File: config.mk
export PLATFORM = sky130hd
export DESIGN_NAME = ccsd_decoder
export DESIGN_NICKNAME = d
export VERILOG_FILES = /design/src/design/ccsd_pkg.sv /design/src/design/ccsd_decoder.sv
export SDC_FILE = /design/constraint.sdc
export NUM_CORES = 1
export LEC_CHECK = 0
export ABC_AREA = 1
export ABC_CLOCK_PERIOD_IN_PS = 2020
export BUFFER_PORTS_ARGS = -buffer_cell sky130_fd_sc_hd__buf_2
export CORE_MARGIN = 5
export CORE_UTILIZATION = 55
export DETAILED_ROUTE_END_ITERATION = 10
export MAX_ROUTING_LAYER = met4
export PLACE_DENSITY = 0.8
export SYNTH_ARGS = -nofsm -noshare
export SYNTH_HDL_FRONTEND = slang
export SYNTH_SLANG_ARGS = --single-unit
File: constraint.sdc
create_clock -name clk -period 2.02 [get_ports clk]
set_input_delay 0.101 -clock clk [delete_from_list [all_inputs] [get_ports clk]]
set_output_delay 0.101 -clock clk [all_outputs]
set_load 0.02 [all_outputs]
File: src/design/ccsd_pkg.sv
// Purpose: constants and types for the serial command decoder
// Assumes: one register byte per address, 8-bit address space
// Notes:   opcode patterns, pointer targets, states, write carrier
// Summary of operation
// - buffer-load opcode sets pointer, no address byte
// - abc 000/010/100 pick buffer id start
// - abc 001/011/101 pick buffer payload start
// - send-request sets each selected buffer's bit
// - send-request with 000 does nothing
// - status poll returns one status byte
// - status byte repeats while clocks continue
// - status bits match their home registers
// - receive-status returns filter and frame type
// - receive-status repeats the identical byte
// - masked update changes only mask-one bits
// - non-modifiable register forces mask all ones
// - reset opcode restores defaults, configuration mode
// - read opcode plus address streams registers out
// - write opcode plus address stores data
// - receive-buffer read sets pointer, streams data
// - chip select rise clears read buffer flag
// - first byte after select is opcode
// - pointer advances after each byte read
// - byte commits on last bit; partial discarded
// - sample on rising, drive on falling edge
package ccsd_pkg;

   // ---------------------------------------------------------------
   // opcodes
   // ---------------------------------------------------------------
   localparam logic [7:0] OP_RESET  = 8'hc0;
   localparam logic [7:0] OP_READ   = 8'h03;
   localparam logic [7:0] OP_WRITE  = 8'h02;
   localparam logic [7:0] OP_BITMOD = 8'h05;
   localparam logic [7:0] OP_RDSTAT = 8'ha0;
   localparam logic [7:0] OP_RXSTAT = 8'hb0;
   localparam logic [4:0] OP_LTX_HI = 5'h08; // 0100 0abc
   localparam logic [4:0] OP_RTS_HI = 5'h10; // 1000 0nnn
   localparam logic [4:0] OP_RXR_HI = 5'h12; // 1001 0nm0

   // ---------------------------------------------------------------
   // pointer targets
   // ---------------------------------------------------------------
   localparam logic [7:0] TX0_ID_START = 8'h31;
   localparam logic [7:0] TX0_PL_START = 8'h36;
   localparam logic [7:0] TX1_ID_START = 8'h41;
   localparam logic [7:0] TX1_PL_START = 8'h46;
   localparam logic [7:0] TX2_ID_START = 8'h51;
   localparam logic [7:0] TX2_PL_START = 8'h56;
   localparam logic [7:0] RX0_ID_START = 8'h61;
   localparam logic [7:0] RX0_PL_START = 8'h66;
   localparam logic [7:0] RX1_ID_START = 8'h71;
   localparam logic [7:0] RX1_PL_START = 8'h76;

   // ---------------------------------------------------------------
   // reset values and field constants
   // ---------------------------------------------------------------
   localparam logic [7:0] MASK_ALL  = 8'hff;
   localparam logic [7:0] PTR_RST   = 8'h00;
   localparam logic [2:0] BIT_LAST  = 3'h7;

   typedef enum logic [10:0] {
      S_CMD   = 11'h001,
      S_RADDR = 11'h002,
      S_WADDR = 11'h004,
      S_BADDR = 11'h008,
      S_RDATA = 11'h010,
      S_WDATA = 11'h020,
      S_MASK  = 11'h040,
      S_BDATA = 11'h080,
      S_STAT  = 11'h100,
      S_RXST  = 11'h200,
      S_IGN   = 11'h400
   } ccsd_state_t;

   typedef struct packed {
      logic       en;
      logic [7:0] addr;
      logic [7:0] data;
   } ccsd_wr_t;

endpackage

File: src/design/ccsd_decoder.sv
// Purpose: serial command decoder behind the host serial port
// Assumes: sck, cs_n, si asynchronous; sck far slower than clk
// Notes:   register file lives outside; reads return same cycle
`timescale 1ns/1ps
module ccsd_decoder
(
   input  wire logic              clk,
   input  wire logic              rst,
   input  wire logic              ce,
   input  wire logic              spi_sck,
   input  wire logic              spi_cs_n,
   input  wire logic              spi_si,
   output logic                   spi_so,
   output logic                   spi_so_oe_n,
   output logic [7:0]             reg_rd_addr,
   input  wire logic [7:0]        reg_rdata,
   input  wire logic              reg_bitmod_ok,
   input  wire logic [7:0]        status_byte,
   input  wire logic [7:0]        rx_status_byte,
   output ccsd_pkg::ccsd_wr_t     reg_wr,
   output logic [2:0]             tx_send_request_bit,
   output logic [1:0]             rx_buffer_full_flag_clr,
   output logic                   soft_reset
);
   import ccsd_pkg::*;

   // ---------------------------------------------------------------
   // functions
   // ---------------------------------------------------------------
   // buffer-load pointer target
   function automatic logic [7:0] txb_addr(input logic [2:0] abc);
      case (abc)
         3'h0:    txb_addr = TX0_ID_START;
         3'h1:    txb_addr = TX0_PL_START;
         3'h2:    txb_addr = TX1_ID_START;
         3'h3:    txb_addr = TX1_PL_START;
         3'h4:    txb_addr = TX2_ID_START;
         default: txb_addr = TX2_PL_START;
      endcase
   endfunction

   // receive-buffer pointer target
   function automatic logic [7:0] rxb_addr(input logic [1:0] nm);
      case (nm)
         2'h0:    rxb_addr = RX0_ID_START;
         2'h1:    rxb_addr = RX0_PL_START;
         2'h2:    rxb_addr = RX1_ID_START;
         default: rxb_addr = RX1_PL_START;
      endcase
   endfunction

   // masked merge of old and new byte
   function automatic logic [7:0] bm_merge(
      input logic [7:0] old,
      input logic [7:0] msk,
      input logic [7:0] dat,
      input logic       ok);
      logic [7:0] m;
      m = ok ? msk : MASK_ALL;
      bm_merge = (old & ~m) | (dat & m);
   endfunction

   // ---------------------------------------------------------------
   // pin synchronisers
   // ---------------------------------------------------------------
   logic        sck_m_r;
   logic        sck_s_r;
   logic        sck_d_r;
   logic        csn_m_r;
   logic        csn_s_r;
   logic        csn_d_r;
   logic        si_m_r;
   logic        si_s_r;

   // two flops per pin, third on sck and cs_n for edge detect
   always_ff @(posedge clk)
   begin
      if (rst)
      begin
         sck_m_r <= 1'b0;
         sck_s_r <= 1'b0;
         sck_d_r <= 1'b0;
         csn_m_r <= 1'b1;
         csn_s_r <= 1'b1;
         csn_d_r <= 1'b1;
         si_m_r  <= 1'b0;
         si_s_r  <= 1'b0;
      end
      else if (ce)
      begin
         sck_m_r <= spi_sck;
         sck_s_r <= sck_m_r;
         sck_d_r <= sck_s_r;
         csn_m_r <= spi_cs_n;
         csn_s_r <= csn_m_r;
         csn_d_r <= csn_s_r;
         si_m_r  <= spi_si;
         si_s_r  <= si_m_r;
      end
   end

   // ---------------------------------------------------------------
   // decode
   // ---------------------------------------------------------------
   ccsd_state_t st_r;
   ccsd_state_t st_nxt;
   logic [2:0]  cnt_r;
   logic [6:0]  sh_r;
   logic [7:0]  ptr_r;
   logic [7:0]  mask_r;
   logic [7:0]  tx_sh_r;
   logic [7:0]  rxs_r;
   logic        load_r;
   logic        rxrd_r;
   logic        rxn_r;
   logic        so_r;
   logic        so_oe_n_r;
   ccsd_wr_t    wr_r;
   logic [2:0]  rts_r;
   logic [1:0]  rxclr_r;
   logic        srst_r;
   logic        rxs_load_first;
   logic        rxs_seen_r;

   wire       active    = !csn_s_r;
   wire       cs_rise   = csn_s_r && !csn_d_r;
   wire       sck_rise  = sck_s_r && !sck_d_r;
   wire       sck_fall  = !sck_s_r && sck_d_r;
   wire [7:0] rx_byte   = {sh_r, si_s_r};
   // byte only counts on its eighth rising edge
   wire       byte_done = active && sck_rise && cnt_r == BIT_LAST;
   wire       cmd_done  = byte_done && st_r == S_CMD;
   wire       is_ltx    = rx_byte[7:3] == OP_LTX_HI
                          && rx_byte[2:0] < 3'h6;
   wire       is_rts    = rx_byte[7:3] == OP_RTS_HI;
   wire       is_rxr    = rx_byte[7:3] == OP_RXR_HI && !rx_byte[0];
   wire       out_st    = st_r == S_RDATA || st_r == S_STAT
                          || st_r == S_RXST;
   wire [7:0] bm_data   = bm_merge(reg_rdata, mask_r, rx_byte,
                                   reg_bitmod_ok);

   // next state after a complete byte
   always_comb
   begin
      st_nxt = st_r;
      case (st_r)
         // first byte is always the opcode
         S_CMD:
         begin
            if (rx_byte == OP_READ)
               st_nxt = S_RADDR;
            else if (rx_byte == OP_WRITE)
               st_nxt = S_WADDR;
            else if (rx_byte == OP_BITMOD)
               st_nxt = S_BADDR;
            else if (rx_byte == OP_RDSTAT)
               st_nxt = S_STAT;
            else if (rx_byte == OP_RXSTAT)
               st_nxt = S_RXST;
            else if (is_ltx)
               st_nxt = S_WDATA;
            else if (is_rxr)
               st_nxt = S_RDATA;
            else
               st_nxt = S_IGN; // reset, send request, unknown
         end
         S_RADDR: st_nxt = S_RDATA;
         S_WADDR: st_nxt = S_WDATA;
         S_BADDR: st_nxt = S_MASK;
         S_MASK:  st_nxt = S_BDATA;
         S_BDATA: st_nxt = S_IGN;
         S_RDATA: st_nxt = S_RDATA;
         S_WDATA: st_nxt = S_WDATA;
         S_STAT:  st_nxt = S_STAT;
         S_RXST:  st_nxt = S_RXST;
         S_IGN:   st_nxt = S_IGN;
         default: st_nxt = S_IGN;
      endcase
   end

   // bit counter, input shifter, state
   always_ff @(posedge clk)
   begin
      if (rst)
      begin
         st_r  <= S_CMD;
         cnt_r <= 3'h0;
         sh_r  <= 7'h00;
      end
      else if (ce)
      begin
         if (!active)
         begin
            st_r  <= S_CMD;
            cnt_r <= 3'h0;
         end
         else if (sck_rise)
         begin
            cnt_r <= cnt_r + 3'h1;
            sh_r  <= rx_byte[6:0];
            if (cnt_r == BIT_LAST)
               st_r <= st_nxt;
         end
      end
   end

   // address pointer and mask capture
   always_ff @(posedge clk)
   begin
      if (rst)
      begin
         ptr_r  <= PTR_RST;
         mask_r <= MASK_ALL;
      end
      else if (ce)
      begin
         if (cmd_done && is_ltx)
            ptr_r <= txb_addr(rx_byte[2:0]);
         else if (cmd_done && is_rxr)
            ptr_r <= rxb_addr(rx_byte[2:1]);
         else if (byte_done && (st_r == S_RADDR
                  || st_r == S_WADDR || st_r == S_BADDR))
            ptr_r <= rx_byte;
         else if (load_r && st_r == S_RDATA)
            ptr_r <= ptr_r + 8'h01;
         else if (byte_done && st_r == S_WDATA)
            ptr_r <= ptr_r + 8'h01;
         if (byte_done && st_r == S_MASK)
            mask_r <= rx_byte;
      end
   end

   // ---------------------------------------------------------------
   // output path
   // ---------------------------------------------------------------
   // load next outgoing byte, then shift on falling sck
   always_ff @(posedge clk)
   begin
      if (rst)
      begin
         load_r    <= 1'b0;
         tx_sh_r   <= 8'h00;
         rxs_r     <= 8'h00;
         so_r      <= 1'b0;
         so_oe_n_r <= 1'b1;
      end
      else if (ce)
      begin
         load_r    <= byte_done && (st_nxt == S_RDATA
                      || st_nxt == S_STAT || st_nxt == S_RXST);
         so_oe_n_r <= !(active && out_st);
         if (load_r)
         begin
            if (st_r == S_RDATA)
               tx_sh_r <= reg_rdata;
            else if (st_r == S_STAT)
               tx_sh_r <= status_byte;
            else if (cnt_r == 3'h0 && rxs_load_first)
            begin
               tx_sh_r <= rx_status_byte;
               rxs_r   <= rx_status_byte;
            end
            else
               tx_sh_r <= rxs_r;
         end
         else if (active && out_st && sck_fall)
         begin
            so_r    <= tx_sh_r[7];
            tx_sh_r <= {tx_sh_r[6:0], 1'b0};
         end
         else if (!active)
            so_r <= 1'b0;
      end
   end

   // marks the first receive-status byte of a selection
   assign rxs_load_first = !rxs_seen_r;

   always_ff @(posedge clk)
   begin
      if (rst)
         rxs_seen_r <= 1'b0;
      else if (ce)
      begin
         if (!active)
            rxs_seen_r <= 1'b0;
         else if (load_r && st_r == S_RXST)
            rxs_seen_r <= 1'b1;
      end
   end

   // ---------------------------------------------------------------
   // side effects
   // ---------------------------------------------------------------
   // writes, send requests, flag clears, soft reset
   always_ff @(posedge clk)
   begin
      if (rst)
      begin
         wr_r    <= '0;
         rts_r   <= 3'h0;
         rxclr_r <= 2'h0;
         srst_r  <= 1'b0;
         rxrd_r  <= 1'b0;
         rxn_r   <= 1'b0;
      end
      else if (ce)
      begin
         wr_r.en <= 1'b0;
         // plain write of each complete byte
         if (byte_done && st_r == S_WDATA)
         begin
            wr_r.en   <= 1'b1;
            wr_r.addr <= ptr_r;
            wr_r.data <= rx_byte;
         end
         // masked merge, full mask if not allowed
         else if (byte_done && st_r == S_BDATA)
         begin
            wr_r.en   <= 1'b1;
            wr_r.addr <= ptr_r;
            wr_r.data <= bm_data;
         end
         rts_r  <= (cmd_done && is_rts) ? rx_byte[2:0] : 3'h0;
         // reset pulse to the register file
         srst_r <= cmd_done && rx_byte == OP_RESET;
         // clear read buffer's flag on deselect
         rxclr_r <= 2'h0;
         if (cs_rise && rxrd_r)
            rxclr_r <= rxn_r ? 2'h2 : 2'h1;
         if (cs_rise)
            rxrd_r <= 1'b0;
         else if (cmd_done && is_rxr)
         begin
            rxrd_r <= 1'b1;
            rxn_r  <= rx_byte[2];
         end
      end
   end

   assign spi_so                  = so_r;
   assign spi_so_oe_n             = so_oe_n_r;
   assign reg_rd_addr             = ptr_r;
   assign reg_wr                  = wr_r;
   assign tx_send_request_bit     = rts_r;
   assign rx_buffer_full_flag_clr = rxclr_r;
   assign soft_reset              = srst_r;
endmodule

==> results.py, run 1 <==
metrics = {
    "clock_tree": {
        "clk_latency_ps": 370,
        "htreeDepth": 3,
        "clock_path_buffers": 2,
        "cts-root-buf": "clkbuf_8",
        "cts_inserted_buffers": 9,
        "clk_pin_slew_ps": 90,
        "cts_sinks": 90,
        "cts_tree": "yes",
    },
    "yosys": {
        "synth_nets": 715,
        "yosys_warnings": 0,
        "ys_types": 44,
        "ys_seq_area_share_pct": 38.18,
        "synth-edff-count": 0,
        "ys_seq_elements": 90,
        "syn_area_per_cell_um2": 6.940,
        "yosysTopAreaCell": "dfxtp_1",
        "synth_area_leaders": "dfxtp_1, nand2_1, o21ai_0",
        "synthArstFlopShare_pct": 0,
        "synth_top_cell_area_share_pct": 38.18,
        "synth_cells": 680,
        "synth_common_cells": "nand2_1, dfxtp_1, nor2_1, o21ai_0, inv_1",
        "yosysMostFrequentCell": "nand2_1",
        "synth_area_um2": 4720,
        "synthFlopType": "dfxtp_1",
    },
    "power": {
        "comb_power_share_pct": 7.2,
        "power_density_nw_per_um2": 605.0,
        "pwr-share-clk_pct": 39.0,
        "leakage_nw": 2.544,
        "p_switching_w": 0.0008599,
        "p_sw_share_pct": 25.67,
        "internal_power_w": 0.002491,
        "power.share.sequential_pct": 53.8,
        "ir_worst_vdd_uv": 376.1,
    },
    "worst_setup_path": {
        "cp_max_fo": 10,
        "start_kind": "flop",
        "reg2reg_slack_ps": 100,
        "cp.arrival_ps": 2190,
        "timing.critical_path.to": "reg_wr[6]",
        "crit_start": "cnt_r[1]",
        "r2r-start": "cnt_r[1]",
        "ff2ff_path_depth": 11,
        "cp.required_ps": 2290,
        "crit_type": "flop to flop",
        "worst_setup_path_end_kind": "flop",
        "reg2reg_to": "reg_wr[6]",
    },
    "cells_and_area": {
        "regArea_um2": 1803,
        "areaGrowthSynthToFinish_pct": 17.34,
        "drive_gt1_share_pct": 21.50,
        "nFillCells": 722,
        "nets": 788,
        "fin_util_pct": 66.73,
        "multi_input_area_um2": 2565,
        "diodes": 0,
    },
    "sta": {
        "finalSetupViolCount": 0,
        "hold_viol_final": 0,
        "slew_viol_final": 0,
        "min_period_over_period_pct": 94.81,
        "final.setup_skew_ps": 10.79,
        "slew_headroom_pct": 61.54,
        "rsz0062_at_grt": "yes",
        "worst_slew_pin_slew_ps": 576.9,
        "period_minus_slack_ps": 1915,
        "max_freq_ghz": 0.5222,
        "finalSetupTns_ps": 0,
    },
    "detailed_routing": {
        "ant_nets": 0,
        "route.detailed.drc": 0,
        "via_per_inst": 5.615,
        "drt_iter0_drc": 289,
        "via_count": 4846,
        "wl_per_cell_um": 15.04,
        "drtPass1Iterations": 5,
        "drt-total-wl_mm": 12.98,
    },
    "die": {
        "design.core.area_um2": 8299,
        "initial_core_util_pct": 56.87,
        "io_pins": 64,
        "die_x_um": 102.6,
        "row_count": 33,
        "die_y_um": 102.6,
        "die_area_um2": 10530,
    },
    "grt": {
        "grt_use_total_pct": 25.77,
        "antenna_found_initial": 0,
        "grt_overflow_total": 0,
        "grt_max_degree": 60,
        "grt_pass1_wl_mm": 21.13,
        "grt.busiest_layer": "met2",
        "grt_use_met1_pct": 31.91,
        "gr-usage-met3_pct": 3.924,
        "grt_use_met2_pct": 42.06,
        "grt_pass1_vias": 4519,
    },
    "placement": {
        "globalplace.congestion": 0.9884,
        "port-buffer-count": 63,
        "dp.final_hpwl_mm": 9.316,
    },
    "run": {
        "drv_cap": 0,
    },
    "outcome": {
        "status": "finished clean",
    },
    "hold_path": {
        "hp-class": "input port to flop",
    },
}
worst min-delay path by stage:
stage / from / to / cells past startpoint
after global placement: spi_cs_n / csn_m_r / 3
after detailed placement: spi_cs_n / csn_m_r / 3
final: reg_rdata[1] / reg_wr[1] / 5
after CTS: reg_rdata[1] / reg_wr[1] / 5
after global routing: reg_rdata[1] / reg_wr[1] / 5
after floorplan: rst / spi_so_oe_n / 1
kinds of logic (layout without fill, tap and decap cells):
group / count (synthesis) / in the layout / share of synthesized area (%)
XOR/XNOR: 6 / 6 / 1.113
AND/OR/NAND/NOR: 300 / 300 / 29.80
AO/OA/AOI/OAI: 176 / 176 / 20.84
flip-flops: 90 / 90 / 38.18
adder cells (fa/ha/maj): 4 / 4 / 1.060
buffers and inverters: 104 / 182 / 9.013
layout by cell type (no fill, tap or decap), types with 3 or more instances in the layout:
cell,count
nor3_1,5
nand3_1,38
nor2_1,79
buf_2,63
inv_1,65
a21oi_1,65
o21ai_1,9
nand3_2,5
nand4_1,9
clkbuf_8,10
inv_6,4
inv_2,11
nand2_2,9
o21ai_0,69
o211ai_2,3
nand2_1,123
nor2_2,5
xor2_1,5
nor2_4,5
or2_2,4
dfxtp_1,89
a31o_2,3
nand2_4,3
o211ai_1,17
dlygate4sd3_1,3
buf_4,18
area by class of cell:
type / count / area share [%]
clock buffer: 10 / 2.485
clock inverter: 6 / 1.265
inverter: 79 / 5.671
multi-input combinational: 486 / 46.32
sequential: 90 / 32.56
tap: 105 / 2.372
timing repair buffer: 86 / 9.241
timing repair inverter: 1 / 0.09038
sequential cells by signal (all words and copies together), names as in the netlist, 2 cells and up:
name	count
cnt_r	3
st_r	11
rxs_r	8
tx_send_request_bit	3
mask_r	8
rx_buffer_full_flag_clr	2
sh_r	7
reg_wr	17
reg_rd_addr	8
tx_sh_r	8
critical path, cell delays in order (launching register included):
cell and delay (ps):
dfxtp_2 340, ha_2 180, ha_4 160, inv_2 80, nor3_4 50, nand3b_1 190
nand2_2 170, or2_2 320, a21oi_1 120, o21ai_0 110, nand2_1 70, inv_1 30
timing repair:
action / CTS / global route
hold buffers: 3 / 0
resized for setup: 2 / 29
setup buffers: 0 / 6
cloned: 0 / 1
setup endpoints to repair: 9 / 37
pin swaps: 3 / 5
endpoints found under the hold margin: 3 / 0
per-stage QoR:
stage          setup slack (ps)  instance area [um2]  hold WS (ps)  cells  total power, W
3_5_place_dp             -24.07                 5144         331.0    837        0.002069
3_3_place_gp              57.11                 5144         313.1    837        0.002066
4_1_cts                   13.43                 5388         89.05    856        0.003359
2_1_floorplan             177.6                 4720         199.6    680        0.001982
5_1_grt                  -35.05                 5538         113.1    863        0.003469
6_report                  104.9                 5538         96.30    863        0.003350
power groups by stage:
stage	Sequential [W]	Clock, W	Combinational [W]
final	0.00180	0.00131	0.000241
after global routing	0.00180	0.00140	0.000266
after CTS	0.00180	0.00133	0.000231
after detailed placement	0.00184	0	0.000226
after global placement	0.00184	0	0.000223
after floorplan	0.00184	0	0.000140
metal layers:
metal	share of wire, %	up-vias
met4	2.9	0
met1	42	2236
met2	49	176
li1	-	2400
met3	6.3	34
met5	0	-
(Power assumes the default switching activity.)
==> run 2, diff against run 1 <==
- BUFFER_PORTS_ARGS: -buffer_cell sky130_fd_sc_hd__buf_2 -> not set
- DONT_BUFFER_PORTS: not set -> 1
- PLACE_DENSITY: 0.8 -> 0.73
==> run 2 against run 1 <==
Compared with the run above: sequential share of layout area rose by 0.81 points; clock power rose by 8%; hold slack got worse by 81 ps; via count fell by 4.2%; combinational power fell by 9.1%.
==> results.py, run 2 (synthesis results as in run 1) <==
metrics = {
    "cells_and_area": {
        "diodes": 0,
        "nets": 742,
        "areaGrowthSynthToFinish_pct": 14.55,
        "final_cells": 817,
        "finish.instance_area_um2": 5406,
        "drive_gt1_share_pct": 14.89,
        "mostFrequentLayoutCells": "nand2_1, dfxtp_1, nor2_1",
        "largest_reg_flops": 17,
        "final_common_cell": "nand2_1",
    },
    "sta": {
        "slew_viol_final": 0,
        "rsz0062_at_grt": "yes",
        "period_minus_slack_ps": 1910,
        "worst_slew_pin_slew_ps": 568.3,
        "whs_ps": 14.96,
        "max_freq_ghz": 0.5235,
        "final.setup_skew_ps": 13.83,
        "min_period_over_period_pct": 94.57,
        "finalSetupViolCount": 0,
        "timing.final.ws_setup_ps": 109.8,
        "slew_headroom_pct": 61.99,
        "hold_viol_final": 0,
        "finalSetupTns_ps": 0,
    },
    "worst_setup_path": {
        "crit_start": "cnt_r[1]",
        "cp.arrival_ps": 2210,
        "reg2reg_slack_ps": 110,
        "worst_setup_path_end_kind": "flop",
        "crit_type": "flop to flop",
        "ff2ff_path_depth": 12,
        "cp_max_fo": 5,
        "reg2reg_to": "reg_rd_addr[2]",
        "r2r-start": "cnt_r[1]",
        "cp.required_ps": 2320,
        "start_kind": "flop",
    },
    "clock_tree": {
        "clk_latency_ps": 370,
        "cts_sinks": 90,
        "cts_inserted_buffers": 9,
        "clk_pin_slew_ps": 100,
        "cts-root-buf": "clkbuf_8",
        "clock_path_buffers": 2,
        "htreeDepth": 3,
        "cts_tree": "yes",
    },
    "detailed_routing": {
        "via_per_inst": 5.681,
        "drt-total-wl_mm": 13.17,
        "drtPass1Iterations": 5,
        "route.detailed.drc": 0,
        "ant_nets": 0,
        "wl_per_cell_um": 16.12,
        "drt_iter0_drc": 318,
        "via_count": 4641,
    },
    "die": {
        "design.core.area_um2": 8299,
        "io_pins": 64,
        "die_area_um2": 10530,
        "row_count": 33,
        "die_x_um": 102.6,
        "initial_core_util_pct": 56.87,
        "die_y_um": 102.6,
    },
    "grt": {
        "grt_use_total_pct": 26.04,
        "grt_pass1_wl_mm": 21.25,
        "grt_pass1_vias": 4384,
        "grt_max_degree": 51,
        "grt_overflow_total": 0,
        "antenna_found_initial": 0,
    },
    "hold_path": {
        "whs_path_depth": 4,
        "worst_hold_path.endpoint": "reg_wr[3]",
        "hp-start": "reg_rdata[3]",
        "hp-class": "input port to flop",
    },
    "power": {
        "leakage_nw": 2.336,
        "power_density_nw_per_um2": 636.1,
        "ir_worst_vdd_uv": 501.0,
    },
    "placement": {
        "globalplace.congestion": 1.025,
        "dp_cells": 778,
        "placed_cell_area_um2": 4883,
        "port-buffer-count": 0,
        "dp.final_hpwl_mm": 9.181,
        "dp_slack_ps": 45.32,
    },
    "outcome": {
        "status": "finished clean",
    },
    "run": {
        "drv_cap": 0,
    },
}
## run 2: cell type report
cell class,instances,area (um2)
Sequential cell,90,1804
Clock buffer,10,127.6
Inverter,79,310.3
Clock inverter,6,101.3
Fill cell,724,2893
Timing Repair Buffer,40,376.6
Timing Repair inverter,1,5.005
Tap cell,105,131.4
Multi-Input combinational cell,486,2550
## run 2: worst max-delay path: stages (launching register included)
cell	delay [ps]
dfxtp_2	340
ha_1	150
ha_2	180
inv_2	50
nor3_4	180
inv_2	120
nor2_8	140
o21ai_2	110
nand3_2	130
nand2_4	90
clkinv_4	90
o21ai_0	100
a21oi_1	160
## run 2: per-layer routing
metal	wire, um	vias to the layer above	GRT usage (%)	share of wire, %
met3	832	20	4.736	6.3
met5	0	-	-	0
met1	5766	2151	32.16	44
li1	-	2298	-	-
met4	191	0	6.256	1.5
met2	6379	172	44.14	48
## run 2: per-stage QoR
step                      utilization (%)  total power [W]
after global routing                65.14         0.003549
after detailed placement            58.84         0.002012
final                               65.14         0.003439
after floorplan                         -         0.001982
after CTS                           63.53         0.003434
after global placement              58.84         0.002009
## run 2: power by group
part           total, W  switching [W]  internal (W)
combinational  0.000219       0.000145     0.0000743
sequential      0.00181      0.0000184       0.00179
clock           0.00141       0.000697      0.000715
## run 2: worst max path at each step
| stage | slack [ps] | depth (start not counted) | end |
|---|---|---|---|
| 2_1_floorplan | 180 | 13 | reg_rd_addr[3] |
| 3_3_place_gp | 110 | 11 | reg_wr[0] |
| 3_5_place_dp | 50 | 13 | reg_rd_addr[3] |
| 4_1_cts | 1 | 12 | reg_rd_addr[2] |
| 5_1_grt | -20 | 12 | reg_rd_addr[2] |
| 6_report | 110 | 12 | reg_rd_addr[2] |
## run 2: timing repair
| action | 4_1_cts | 5_1_grt |
|---|---|---|
| buffers inserted | 0 | 7 |
| endpoints found under the hold margin | 43 | 0 |
| setup endpoints to repair | 0 | 45 |
| hold buffers | 15 | 0 |
| gates resized for setup | 0 | 28 |
